===== config.mk =====
export PLATFORM = sky130hd
export DESIGN_NAME = dbs_port
export DESIGN_NICKNAME = d
export VERILOG_FILES = /design/src/design/dbs_ack_decode.v /design/src/design/dbs_port.v
export VERILOG_INCLUDE_DIRS = /design/src /design/src/shared
export SDC_FILE = /design/constraint.sdc
export NUM_CORES = 1
export LEC_CHECK = 0
export ABC_AREA = 1
export BUFFER_PORTS_ARGS = -buffer_cell sky130_fd_sc_hd__buf_2
export CAP_MARGIN = 20
export CORE_UTILIZATION = 40
export CTS_CLUSTER_DIAMETER = 200
export DETAILED_ROUTE_END_ITERATION = 12
export GPL_TIMING_DRIVEN = 0
export PLACE_DENSITY = 0.72
export SLEW_MARGIN = 20
export SYNTH_ARGS = -nofsm -noshare
export SYNTH_HDL_FRONTEND = slang
export SYNTH_SLANG_ARGS = --single-unit
export TNS_END_PERCENT = 5

===== constraint.sdc =====
create_clock -name clk -period 17.2 [get_ports clk]
set_input_delay 5.16 -clock clk [delete_from_list [all_inputs] [get_ports clk]]
set_output_delay 5.16 -clock clk [all_outputs]
set_load 0.005 [all_outputs]

===== src/shared/dbs_map.vh =====
`ifndef DBS_MAP_VH
`define DBS_MAP_VH

// Remaining-size codes on the size outputs
`define DBS_SIZE_BYTE 2'h1
`define DBS_SIZE_WORD 2'h2
`define DBS_SIZE_THREE 2'h3
`define DBS_SIZE_LONG 2'h0

// Operand size request codes from the user side
`define DBS_OP_BYTE 2'h1
`define DBS_OP_WORD 2'h2
`define DBS_OP_LONG 2'h0

// Acknowledge pair field positions (bit 1 word port, bit 0 byte port)
`define DBS_ACK_WORD_BIT 1
`define DBS_ACK_BYTE_BIT 0

// Reset values
`define DBS_ADDR_RESET 24'h00_0000
`define DBS_DATA_RESET 16'h0000
`define DBS_STROBE_RESET 1'b1

// Wait cycles beyond which a stalled cycle is still held (no limit), shown for timing count
`define DBS_MIN_CYCLE_CLKS 2

`endif


===== src/design/dbs_ack_decode.v =====
`timescale 1ns/1ps
`include "dbs_map.vh"

// Synchronises the active-low acknowledge pins and decodes the port width
module dbs_ack_decode
(
    // Clock and reset
    input wire clk,
    input wire rst,
    // Acknowledge pins, active low
    input wire ack_byte_port_n,
    input wire ack_word_port_n,
    // Decoded results
    output wire ack_wait,
    output wire ack_port8,
    output wire ack_port16,
    output wire ack_reserved
);

    reg [1:0] sync_a;
    reg [1:0] sync_b;

    // Two flip-flop synchroniser, first stage read only by the second
    always @(posedge clk or posedge rst)
    begin
        if (rst)
        begin
            sync_a <= 2'h3;
            sync_b <= 2'h3;
        end
        else
        begin
            sync_a <= {ack_word_port_n, ack_byte_port_n};
            sync_b <= sync_a;
        end
    end

    // Decode of the synchronised pair
    assign ack_wait = sync_b[`DBS_ACK_WORD_BIT] & sync_b[`DBS_ACK_BYTE_BIT];
    assign ack_port8 = sync_b[`DBS_ACK_WORD_BIT] & ~sync_b[`DBS_ACK_BYTE_BIT];
    assign ack_port16 = ~sync_b[`DBS_ACK_WORD_BIT] & sync_b[`DBS_ACK_BYTE_BIT];
    assign ack_reserved = ~sync_b[`DBS_ACK_WORD_BIT] & ~sync_b[`DBS_ACK_BYTE_BIT];

endmodule


===== src/design/dbs_port.v =====
`timescale 1ns/1ps
`include "dbs_map.vh"

module dbs_port
(
    // Clock and reset
    input wire clk,
    input wire rst,
    // Operand request from the core, same clock domain
    input wire req_valid,
    input wire req_write,
    input wire [1:0] req_size,
    input wire [23:0] req_addr,
    input wire [31:0] req_wdata,
    // Operand completion towards the core
    output reg done,
    output reg done_error,
    output reg [31:0] rdata,
    output reg busy,
    // Bus outputs
    output reg [22:0] word_base_lines,
    output reg byte_offset_line,
    output reg remaining_size_hi,
    output reg remaining_size_lo,
    output reg read_write,
    output reg addr_strobe_n,
    // Data lines as three signals; enable low while driving
    input wire [15:0] data_lines_in,
    output reg [15:0] data_lines_out,
    output reg data_lines_oe_n,
    // Acknowledge pins, active low
    input wire ack_byte_port_n,
    input wire ack_word_port_n
);

    // One-hot states
    localparam ST_IDLE = 3'b001;
    localparam ST_WAIT = 3'b010;
    localparam ST_NEXT = 3'b100;

    reg [2:0] state;
    reg [31:0] op_data;
    reg [15:0] data_sync1;
    reg [15:0] data_sync2;
    reg is_long;
    reg req_size_word;
    reg ack_armed;
    wire ack_wait;
    wire ack_port8;
    wire ack_port16;
    wire ack_reserved;
    wire [1:0] size_now;
    wire [23:0] addr_now;
    wire [1:0] byte_index;
    wire [1:0] next_size;
    wire [23:0] next_addr;
    wire [15:0] next_wdata;
    wire [1:0] step;
    wire finish;

    // Acknowledge synchroniser and decoder
    dbs_ack_decode dbs_ack_decode_i
    (
        .clk(clk),
        .rst(rst),
        .ack_byte_port_n(ack_byte_port_n),
        .ack_word_port_n(ack_word_port_n),
        .ack_wait(ack_wait),
        .ack_port8(ack_port8),
        .ack_port16(ack_port16),
        .ack_reserved(ack_reserved)
    );

    // Data pins pass two flip-flops before being read
    always @(posedge clk or posedge rst)
    begin
        if (rst)
        begin
            data_sync1 <= `DBS_DATA_RESET;
            data_sync2 <= `DBS_DATA_RESET;
        end
        else
        begin
            data_sync1 <= data_lines_in;
            data_sync2 <= data_sync1;
        end
    end

    // Current cycle view rebuilt from the held bus outputs
    assign size_now = {remaining_size_hi, remaining_size_lo};
    assign addr_now = {word_base_lines, byte_offset_line};

    // Operand byte number still at the head of the transfer
    assign byte_index = (size_now == `DBS_SIZE_LONG) ? 2'h0 :
                        (size_now == `DBS_SIZE_THREE) ? 2'h1 :
                        (size_now == `DBS_SIZE_WORD) ? (is_long ? 2'h2 : 2'h0) :
                        (is_long ? 2'h3 : (req_size_word ? 2'h1 : 2'h0));

    // Bytes moved by this ack: a byte port moves one, a word port up to two
    assign step = (ack_port8 | (size_now == `DBS_SIZE_BYTE)) ? 2'h1 : 2'h2;
    assign finish = (step == 2'h1) ? (size_now == `DBS_SIZE_BYTE) :
                    (size_now == `DBS_SIZE_WORD);

    // Size still remaining after this ack; three appears only after a byte ack on a long
    assign next_size = size_now - step;

    // Address steps by the bytes moved
    assign next_addr = addr_now + {22'h00_0000, step};

    // Write data for the next cycle: pair at the head on all sixteen lines, a last single byte on both halves
    assign next_wdata = wdata_for(next_size, is_long, op_data);

    // Picks the operand bytes driven onto the sixteen lines
    function [15:0] wdata_for;
        input [1:0] sz;
        input lng;
        input [31:0] d;
        begin
            case (sz)
                `DBS_SIZE_LONG: wdata_for = d[31:16];
                `DBS_SIZE_THREE: wdata_for = d[23:8];
                `DBS_SIZE_WORD: wdata_for = lng ? d[15:0] : d[31:16];
                default: wdata_for = lng ? {d[7:0], d[7:0]} : {d[23:16], d[23:16]};
            endcase
        end
    endfunction

    // Word operands start at bit 31 of the operand register so one function serves all
    always @(posedge clk or posedge rst)
    begin
        if (rst)
        begin
            state <= ST_IDLE;
            op_data <= 32'h0000_0000;
            is_long <= 1'b0;
            req_size_word <= 1'b0;
            ack_armed <= 1'b0;
            done <= 1'b0;
            done_error <= 1'b0;
            rdata <= 32'h0000_0000;
            busy <= 1'b0;
            word_base_lines <= 23'h00_0000;
            byte_offset_line <= 1'b0;
            remaining_size_hi <= 1'b0;
            remaining_size_lo <= 1'b0;
            read_write <= 1'b1;
            addr_strobe_n <= `DBS_STROBE_RESET;
            data_lines_out <= `DBS_DATA_RESET;
            data_lines_oe_n <= 1'b1;
        end
        else
        begin
            done <= 1'b0;
            done_error <= 1'b0;
            case (state)
                ST_IDLE:
                begin
                    if (req_valid)
                    begin
                        busy <= 1'b1;
                        // Misaligned words and longs are refused
                        if (req_addr[0] && (req_size != `DBS_OP_BYTE))
                        begin
                            done <= 1'b1;
                            done_error <= 1'b1;
                            busy <= 1'b0;
                        end
                        else
                        begin
                            is_long <= (req_size == `DBS_OP_LONG);
                            req_size_word <= (req_size == `DBS_OP_WORD);
                            op_data <= (req_size == `DBS_OP_LONG) ? req_wdata :
                                       (req_size == `DBS_OP_WORD) ? {req_wdata[15:0], 16'h0000} :
                                       {req_wdata[7:0], 24'h00_0000};
                            // First cycle asks for the whole operand, assuming a word port
                            remaining_size_hi <= req_size[1];
                            remaining_size_lo <= req_size[0];
                            word_base_lines <= req_addr[23:1];
                            byte_offset_line <= req_addr[0];
                            read_write <= ~req_write;
                            data_lines_oe_n <= ~req_write;
                            data_lines_out <= (req_size == `DBS_OP_LONG) ? req_wdata[31:16] :
                                              (req_size == `DBS_OP_WORD) ? req_wdata[15:0] :
                                              {req_wdata[7:0], req_wdata[7:0]};
                            addr_strobe_n <= 1'b0;
                            ack_armed <= 1'b0;
                            state <= ST_WAIT;
                        end
                    end
                end
                ST_WAIT:
                begin
                    // A released pair must be seen first, so an ack still in the synchroniser is not reused
                    if (ack_wait)
                        ack_armed <= 1'b1;
                    // Outputs stay put until a valid width ack; reserved code is a wait
                    if (ack_armed && (ack_port8 | ack_port16))
                    begin
                        addr_strobe_n <= 1'b1;
                        // Read data latched only on the ack, lane chosen by port and offset
                        if (read_write)
                        begin
                            if (step == 2'h2)
                                rdata <= is_long && (size_now == `DBS_SIZE_WORD) ?
                                         {rdata[31:16], data_sync2} : {data_sync2, 16'h0000};
                            else if (ack_port16 && byte_offset_line)
                                rdata <= place_byte(rdata, byte_index, data_sync2[7:0]);
                            else
                                rdata <= place_byte(rdata, byte_index, data_sync2[15:8]);
                        end
                        if (finish)
                        begin
                            state <= ST_IDLE;
                            done <= 1'b1;
                            busy <= 1'b0;
                            data_lines_oe_n <= 1'b1;
                        end
                        else
                        begin
                            remaining_size_hi <= next_size[1];
                            remaining_size_lo <= next_size[0];
                            word_base_lines <= next_addr[23:1];
                            byte_offset_line <= next_addr[0];
                            data_lines_out <= next_wdata;
                            state <= ST_NEXT;
                        end
                    end
                end
                ST_NEXT:
                begin
                    // Strobe gap before the following cycle of the same operand
                    addr_strobe_n <= 1'b0;
                    ack_armed <= 1'b0;
                    state <= ST_WAIT;
                end
                default:
                begin
                    state <= ST_IDLE;
                end
            endcase
        end
    end

    // Writes one received byte into its operand position
    function [31:0] place_byte;
        input [31:0] cur;
        input [1:0] idx;
        input [7:0] b;
        begin
            case (idx)
                2'h0: place_byte = {b, cur[23:0]};
                2'h1: place_byte = {cur[31:24], b, cur[15:0]};
                2'h2: place_byte = {cur[31:16], b, cur[7:0]};
                default: place_byte = {cur[31:8], b};
            endcase
        end
    endfunction

endmodule


==> metrics.txt, run 1 <==
Top FF cell, synth=dfrtp_1; worst path cell trace=buf_2 > inv_1 > nand2_1 > nand2_1 > nand2_1 > nor2_1 > buf_2 > clkbuf_1 > o21ai_0; Slew @ Worst Pin=0.755 ns; Synth warnings=0; post-cts sizing count=0; DR iter-0 viols=between 900 and 1k; WP buf/inv=4; gate count of the mapped netlist=1,104; Psw=777 uW; worst-path fanout max=10; Die X=144 um; syn nets=1,190; Netlist cell types=32; Setup WS post-layout=approximately 11 ns; WP data arrival=6.87 ns; Worst Clk Skew=0.0140 ns; initial core utilization=0.412; synth top area cells=dfrtp_1 (45%), nand2_1 (16%), inv_1 (6.4%), nand3_1 (5.7%), o21ai_0 (5.1%); Hold Fails Final Rpt=0; # diodes=0; Post-Route WL=25.2 mm; switching share of power=0.443; first-pass GRT wire length=between 30 and 40 mm; # port buffers=~160; Crit path max-delay family=buffers and inverters; H-tree depth=4; cts bufs inserted=17; drt wl/cell=16.2 um; area leader, netlist=dfrtp_1; flops & latches, synth=154; Clock power frac=0.226; worst hold path class=flip-flop to flip-flop; min Tclk post-route=6.59 ns; Yosys top cell area share=0.451; DR DRC count=0; io pins=160; initial antenna violation count=0; cell count of the worst reg-to-reg path=11; LEAKAGE=0.00506 uW; RePlAce Congestion=approximately 1; Setup TNS=0 ns; largest net degree at the start of global routing=93; Area Overhead vs Synth=21.9%; RSZ-0062 raised after global routing=no; WS Path Type=input port to flip-flop; slowest CP cell=clkbuf_1; sequential share of power=0.330; clock slew at reported path FFs=around 0.060 ns; sequential area share after synthesis=0.477; die area=20,800 um^2; final setup fails=0; grt total ovfl=0; post-synth design cell area=around 8000 um^2; cts hold-fix bufs=0; outcome=completed; Worst Path Required=between 15 and 20 ns; core area=around 20,000 um^2; DR vias=approximately 8.1k; # fillers=1,982; Final Max Slew Viols=0; CP Capture Point=op_data[26]; vias in the first global route=7,497; via/cell ratio=5.17; CP dominant cell by count=nand2_1; synthesized area per cell=7.33 um^2; f_max=~150 MHz; TritonCTS clock tree=yes; FF-to-FF Start=dbs_ack_decode_i.sync_b[0]; type of origin of the critical path=input port; pwr/cell area=178 nW/um^2; r2r endpoint=data_lines_out[8]; DP Worst Slack=between 10 and 15 ns; num rows=51; Slew HR=0.497; Nets=1,369; R2R Setup Slk=14.41 ns; Post-synth ARST share=1.00; final hold slack=0.342 ns; Comb pwr share=0.445; clk_lat worst skew=0.43 ns; Die Y=144 um; count leader, synth=nand2_1; final worst path period share=0.383; drt first pass iters=6; share of layout cells above drive strength 1=0.184; Root Driver=clkbuf_16; Crit. path cell count=9; Pint=between 900 and 1000 uW; Slowest Stage Delay on Critical Path=a little under 0.5 ns; commonest cells in the synthesized netlist=nand2_1 (336), dfrtp_1 (146), inv_1 (139); post-layout utilization of the core=0.502; Worst Setup SP=req_size[1]; GR Util All Layers=0.253; Max-cap violations=0; Post-synth EDFFs=0; endpoint class of the critical path=flip-flop; clk sinks=154; antenna viol nets, final=0; HPWL after DPL=~19 mm; Max VDD drop=0.0000847 V; Post-CTS Setup Inserts=0; CTS Buffer Depth=2
worst min path at each step:
| stage | start | to | slack [ns] | cells past startpoint |
|---|---|---|---|---|
| 3_5_place_dp | data_sync1[6] | data_sync2[6] | 0.34 | 0 |
| 4_1_cts | data_sync1[2] | data_sync2[2] | 0.35 | 0 |
| 5_1_grt | data_sync1[2] | data_sync2[2] | 0.35 | 0 |
| 6_report | data_sync1[2] | data_sync2[2] | 0.34 | 0 |
| 3_3_place_gp | data_sync1[14] | data_sync2[14] | 0.33 | 0 |
| 2_1_floorplan | data_sync1[0] | data_sync2[0] | 0.33 | 0 |
layout by cell type (no fill, tap or decap), drive strengths merged, types with 10 or more instances in the layout:
master  Yosys  layout
a31oi      14      14
nand2     341     341
nand3      93      93
a21oi      29      29
o21ai     122     122
o22ai      22      22
buf        19     179
inv       150     152
nor2       86      86
o211ai     10      10
clkbuf     25      46
dfrtp     146     146
metrics by stage:
step | instances | power (uW) | cell area, um^2
after floorplan | 1104 | 1060 | 8090
after global placement | 1528 | 1330 | 9220
after detailed placement | 1529 | 1340 | 9260
after CTS | 1561 | 1750 | 9870
after global routing | 1561 | 1890 | 9870
final | 1561 | 1750 | 9870
per-layer routing:
metal	up-vias	part of all wire	GRT usage
li1	3905	-	-
met4	0	0.028	0.110
met5	-	0	0
met1	3745	0.45	0.356
met2	361	0.44	0.376
met3	52	0.085	0.0500
sequential cells by signal, summed over array words and instances (netlist names):
register	count
rdata	32
state	3
done	1
addr_strobe_n	1
data_sync2	16
word_base_lines	23
remaining_size_lo	1
is_long	1
busy	1
op_data	32
byte_offset_line	1
read_write	1
remaining_size_hi	1
done_error	1
dbs_ack_decode_i.sync_b	2
data_lines_oe_n	1
dbs_ack_decode_i.sync_a	2
data_sync1	16
ack_armed	1
data_lines_out	16
req_size_word	1
layout make-up:
class | instances | area, um^2 | share of cell area
inverters | 151 | 574 | 0.0582
repair buffers | 160 | 823 | 0.0834
plain buffers | 44 | 190 | 0.0193
multi-input cells | 755 | 3470 | 0.352
well taps | 265 | 332 | 0.0336
flip-flops and latches | 154 | 3860 | 0.392
clock inverters | 11 | 169 | 0.0171
clock buffers | 21 | 440 | 0.0446
cell families (layout without fill, tap and decap cells):
logic type,count (synthesis),after routing,synth area share
compound gates,210,210,0.145
fa+ha+maj,6,6,0.00927
buf+inv,195,387,0.0935
flops,154,154,0.477
simple gates,539,539,0.275
power by group through the flow:
stage / logic (uW) / registers (uW) / clock network [uW]
CTS: 767 / 576 / 403
global route: 881 / 590 / 419
detailed placement: 763 / 581 / 0
global placement: 748 / 579 / 0
finish: 779 / 578 / 396
floorplan: 503 / 560 / 0
No activity file was read; power rests on OpenSTA's default activity.
==> inputs of run 2 (changes only) <==
--- a/config.mk
+++ b/config.mk
@@ -6,7 +6,7 @@
 export SDC_FILE = /design/constraint.sdc
 export NUM_CORES = 1
 export LEC_CHECK = 0
-export ABC_AREA = 1
+export ABC_AREA = 0
 export BUFFER_PORTS_ARGS = -buffer_cell sky130_fd_sc_hd__buf_2
 export CAP_MARGIN = 20
 export CORE_UTILIZATION = 40
==> constraint.sdc (replaced) <==
create_clock -name clk -period 6.24 [get_ports clk]
set_input_delay 1.872 -clock clk [delete_from_list [all_inputs] [get_ports clk]]
set_output_delay 1.872 -clock clk [all_outputs]
set_load 0.005 [all_outputs]
==> run 2 against run 1 <==
  * Largest cell class unchanged
  * Cell area down 3.9%
  * Total power up 120%
  * Clock skew about the same
  * Non-clock buffer count up 1
  * Final cell count down 21%
  * Register-to-register slack worse by 12 ns
==> metrics.txt, run 2 <==
slowest CP cell=dfstp_2; compound-cell area share of the yosys netlist=0.183; CP dominant cell by count=clkbuf_1; HPWL after DPL=16.8 mm; Post-synth EDFFs=0; worst hold path class=flip-flop to flip-flop; DR DRC count=0; # fillers=1,770; drt wl/cell=19.6 um; Worst Path Required=roughly 6.6 ns; Slew @ Worst Pin=0.925 ns; Area Overhead vs Synth=22.3%; pwr/cell area=409 nW/um^2; commonest cells in the synthesized netlist=dfrtp_1 (146), nand2_1 (102), o21ai_0 (65); cell count of the worst reg-to-reg path=11; synth top area cells=dfrtp_1 (47%), nand2_1 (4.9%), mux2i_1 (4.8%), mux2_2 (4.6%), o21ai_0 (4.2%); Post-synth ARST share=1.00; post-synthesis mux area share=0.0942; WS Path Type=flip-flop to flip-flop; Final Max Slew Viols=0; Top FF cell, synth=dfrtp_1; Max-cap violations=0; non-filler cells, final=around 1.2k; first-pass GRT wire length=37.6 mm; via/cell ratio=5.75; worst path cell trace=inv_1 > ha_1 > clkbuf_1 > nor2_2 > clkinv_1 > ha_1 > clkbuf_1 > clkbuf_1 > clkbuf_1 > nand4_1 > a41oi_1; RSZ-0062 raised after global routing=no; endpoint class of the critical path=flip-flop; Post-Route WL=24.2 mm; Pint=around 2300 uW; f_max=between 200 and 250 MHz; clk_lat worst skew=0.43 ns; Setup TNS=0 ns; final setup fails=0; largest net degree at the start of global routing=81; antenna viol nets, final=0; r2r endpoint=data_lines_out[9]; core area=between 15,000 and 20,000 um^2; cts bufs inserted=17; outcome=completed; Nets=1,048; post-cts sizing count=0; Slew HR=0.379; flops & latches, synth=154; H-tree depth=4; Die Y=141 um; Hold Crit Depth=0; clock slew at reported path FFs=0.07 ns; Comb pwr share=0.355; Root Driver=clkbuf_16; commonest cells after routing, fill and taps aside=buf_2 (171), dfrtp_1 (146), nand2_1 (102); final worst path period share=0.692; min Tclk post-route=around 4.3 ns; CTS Buffer Depth=2; Post-CTS Setup Inserts=0; Psw=1570 uW; number of placed instances, taps included=1,203; Slowest Stage Delay on Critical Path=around 0.56 ns; GR Util All Layers=0.249; RePlAce Congestion=~0.94; initial core utilization=0.412; Clock power frac=0.258; DR vias=7,102; Yosys top cell area share=0.471; syn nets=869; drt first pass iters=5; hold wc startpoint=data_sync1[4]; share of layout cells above drive strength 1=0.276; Hold Path Sink=data_sync2[4]; vias in the first global route=6,644; switching share of power=0.405; initial antenna violation count=1; count leader, synth=dfrtp_1; die area=20,000 um^2; Max VDD drop=0.000212 V; # diodes=0; sequential area share after synthesis=0.498; FF-to-FF Start=dbs_ack_decode_i.sync_b[0]; clk sinks=between 150 and 200; area leader, netlist=dfrtp_1; Hold Fails Final Rpt=0; TritonCTS clock tree=yes; post-synth design cell area=7760 um^2; Worst Clk Skew=0.0136 ns; most common cell after layout, fill and taps aside=buf_2; Top Registers=op_data (32), rdata (32), word_base_lines (23); io pins=160; R2R Setup Slk=1.92 ns; worst-path fanout max=10; num rows=50; type of origin of the critical path=flip-flop; Power Total=3880 uW; largest family of logic cells by synthesized area=compound AO/OA/AOI/OAI gates; LEAKAGE=0.00440 uW; gate count of the mapped netlist=783; Post-Synth Simple-Gate Area=0.171; Synth Area in Adders=0.00968; grt total ovfl=0; WP data arrival=4.67 ns; sequential share of power=0.387; Die X=141 um; cts hold-fix bufs=0; # port buffers=roughly 160; DR iter-0 viols=roughly 740; synthesized area per cell=9.91 um^2; Synth warnings=0; Netlist cell types=65; XOR/XNOR Fraction of Synth Area=0.00516
==> run 2: changes by cell type in the layout (fill, tap and decap cells not counted), sizes merged, moves of 37 or more <==
cell,previous run,this run
nand2,341,103
inv,152,35
nand3,93,36
o21ai,122,68
nor2,86,34
mux2i,0,37
==> run 2: power by group through the flow <==
stage | sequential, uW | combinational [uW] | clock (uW)
after floorplan | 1460 | 816 | 0
after global placement | 1500 | 1320 | 0
after detailed placement | 1510 | 1340 | 0
after CTS | 1490 | 1350 | 1010
after global routing | 1530 | 1490 | 1060
final | 1500 | 1380 | 999
==> run 2: worst max-delay path by stage <==
stage	start	to	cells past startpoint
after global routing	dbs_ack_decode_i.sync_b[0]	data_lines_out[9]	11
after CTS	dbs_ack_decode_i.sync_b[0]	data_lines_out[9]	11
after global placement	rst	op_data[27]	2
final	dbs_ack_decode_i.sync_b[0]	data_lines_out[9]	11
after detailed placement	req_size[0]	data_lines_out[1]	7
after floorplan	rst	ack_armed	1
==> run 2: cell families after synthesis <==
| family | after synthesis |
|---|---|
| adders and majority gates | 6 |
| xor gates and xnor gates | 3 |
| buffers and inverters | 74 |
| muxes | 69 |
| DFF | 154 |
| and+or+nand+nor | 268 |
| AOI/OAI and AO/OA | 209 |
==> run 2: stage by stage <==
stage	utilization	area (um^2)	hold WS (ns)	worst slack (ns)
after floorplan	-	7760	0.331	0.231
after global placement	0.471	8880	0.331	-1.57
after detailed placement	0.473	8910	0.335	1.97
after CTS	0.504	9480	0.341	2.01
after global routing	0.504	9480	0.343	1.74
final	0.504	9480	0.341	1.92
==> run 2: layer usage <==
| metal | vias to the layer above | wire (um) | track usage |
|---|---|---|---|
| met2 | 398 | 10700 | 0.364 |
| met3 | 46 | 2400 | 0.0591 |
| met1 | 3419 | 10600 | 0.362 |
| li1 | 3237 | - | - |
| met5 | - | 14 | 0 |
| met4 | 2 | 522 | 0.0841 |
==> run 2: final cells by class <==
cell class	count	area, um^2	share of cell area
inverter	29	116	0.0123
sequential	154	3860	0.407
multi-input combinational	555	3590	0.379
clock buffer	18	439	0.0463
timing repair buffer	160	823	0.0868
clock inverter	14	131	0.0139
tap	260	325	0.0343
buffer	45	191	0.0202
==> run 2: critical path: cells and delay by family, from the launching register on <==
kind,cells,cell delay (ns)
compound gates,1,0.24
fa+ha+maj,2,0.58
buf+inv,6,2.14
flops,1,0.56
simple gates,2,0.72
==> inputs of run 3 (changes only) <==
==> constraint.sdc (replaced) <==
create_clock -name clk -period 4.5 [get_ports clk]
set_input_delay 1.35 -clock clk [delete_from_list [all_inputs] [get_ports clk]]
set_output_delay 1.35 -clock clk [all_outputs]
set_load 0.005 [all_outputs]
==> run 3 against run 2 <==
  * Via count is 0.72% higher
  * Total power up 42%
  * Sequential cell count stayed put
  * Maximum frequency rose by 1.6%
  * First-iteration DRC count decreased by 8.8%
  * Sequential power grew 39%
  * Clock skew decreased by 0.0029 ns
  * Non-clock buffer count rose by 4
  * Critical path depth unchanged
  * Hold slack got worse by 0.00080 ns
  * Register-to-register slack lost 1.7 ns
  * Cell area increased by 1.3%
  * Critical path type unchanged
==> metrics.txt, run 3 (synthesis results as in run 2) <==
via/cell ratio=slightly below 6; drt wl/cell=19.6 um; WP buf/inv=6; min Tclk post-route=about 4.3 ns; # diodes=0; Max-cap violations=0; slowest CP cell=dfstp_2; Worst Path Required=4.84 ns; hold wc startpoint=data_sync1[2]; DR vias=7,153; DR DRC count=0; largest net degree at the start of global routing=34; Post-Route WL=~24 mm; initial core utilization=0.412; f_max=235 MHz; drt first pass iters=5; post-layout utilization of the core=0.510; first-pass GRT wire length=about 38 mm; DP Worst Slack=0.330 ns; die area=20,000 um^2; WP data arrival=4.59 ns; cts bufs inserted=17; final worst path period share=0.945; type of origin of the critical path=flip-flop; Psw=2120 uW; LEAKAGE=0.00445 uW; CP dominant cell by count=clkbuf_1; final setup fails=0; Die Y=141 um; Setup WS post-layout=0.248 ns; switching share of power=0.386; CTS Buffer Depth=2; clock slew at reported path FFs=0.07 ns; clk_lat worst skew=0.43 ns; clk sinks=~150; # fillers=1,709; Root Driver=clkbuf_16; Crit path max-delay family=buffers and inverters; Final Max Slew Viols=0; pwr/cell area=roughly 570 nW/um^2; FF-to-FF Start=dbs_ack_decode_i.sync_b[0]; RePlAce Congestion=0.923; core area=18,800 um^2; Comb pwr share=0.346; Area Overhead vs Synth=23.8%; RSZ-0062 raised after global routing=no; endpoint class of the critical path=flip-flop; DR iter-0 viols=672; Top Registers=op_data (32), rdata (32), word_base_lines (23); worst path cell trace=inv_1 > ha_1 > clkbuf_1 > nor2_2 > clkinv_1 > ha_1 > clkbuf_1 > clkbuf_1 > clkbuf_1 > nand4_1 > a41oi_1; Setup TNS=0 ns; initial antenna violation count=0; grt total ovfl=0; Max VDD drop=a little over 0.0003 V; io pins=160; most common cell after layout, fill and taps aside=buf_2; HPWL after DPL=17.3 mm; share of layout cells above drive strength 1=0.277; Slowest Stage Delay on Critical Path=between 0.5 and 0.6 ns; sequential share of power=0.379; WS Path Type=flip-flop to flip-flop; commonest cells after routing, fill and taps aside=buf_2 (171), dfrtp_1 (146), nand2_1 (102); Nets=1,052; Worst Clk Skew=0.0108 ns; outcome=completed; Worst Setup SP=dbs_ack_decode_i.sync_b[0]; Slew @ Worst Pin=about 0.90 ns; cts hold-fix bufs=0; Clock power frac=0.276; worst-path fanout max=10; vias in the first global route=6,676; Pint=3370 uW; GR Util All Layers=0.250; Slew HR=0.395; worst hold path class=flip-flop to flip-flop; TritonCTS clock tree=yes; post-cts sizing count=0; R2R Setup Slk=between 0.2 and 0.25 ns; Hold Fails Final Rpt=0; antenna viol nets, final=0; # port buffers=between 150 and 200; Post-CTS Setup Inserts=0; H-tree depth=4; num rows=50; Die X=141 um
-- run 3: worst paths after layout --
kind                                           end  cells past startpoint
worst max-delay path             data_lines_out[9]                     11
worst min-delay path                 data_sync2[2]                      0
worst max register to register   data_lines_out[9]                     11
worst min register to register       data_sync2[2]                      0
max in group asynchronous       word_base_lines[0]                      5
min in group asynchronous                     done                      2
-- run 3: layout make-up --
type	instances	area [um^2]	share of cell area
flip-flops and latches	154	3860	0.402
well taps	260	325	0.0339
clock inverters	11	160	0.0167
inverters	29	113	0.0117
repair buffers	164	896	0.0933
clock buffers	21	460	0.0479
plain buffers	45	191	0.0199
multi-input cells	555	3590	0.374
-- run 3: layer usage --
metal,vias to the layer above,GRT usage,wire [um]
met3,50,0.0560,2060
met5,-,0,0
met4,0,0.0875,558
met1,3445,0.342,10400
li1,3253,-,-
met2,405,0.389,11300
-- run 3: worst register-to-register path: cells and delay by family (launching register included) --
kind / cells / cell delay [ns]
simple gates: 2 / 0.71
flops: 1 / 0.55
buf+inv: 6 / 2.08
fa+ha+maj: 2 / 0.58
compound gates: 1 / 0.26
-- run 3: stage by stage --
stage	power (uW)	area (um^2)	instances	hold slack (ns)
global route	5790	9600	1239	0.349
floorplan	3160	7760	783	0.331
finish	5490	9600	1239	0.340
global placement	3910	8880	1202	0.332
detailed placement	3950	8980	1207	0.335
CTS	5470	9600	1239	0.344
-- run 3: power by group through the flow --
stage,logic [uW],registers [uW],clock network [uW]
after detailed placement,1870,2090,0
after CTS,1880,2070,1530
after global routing,2070,2130,1590
final,1900,2080,1520
after global placement,1830,2080,0
after floorplan,1130,2030,0
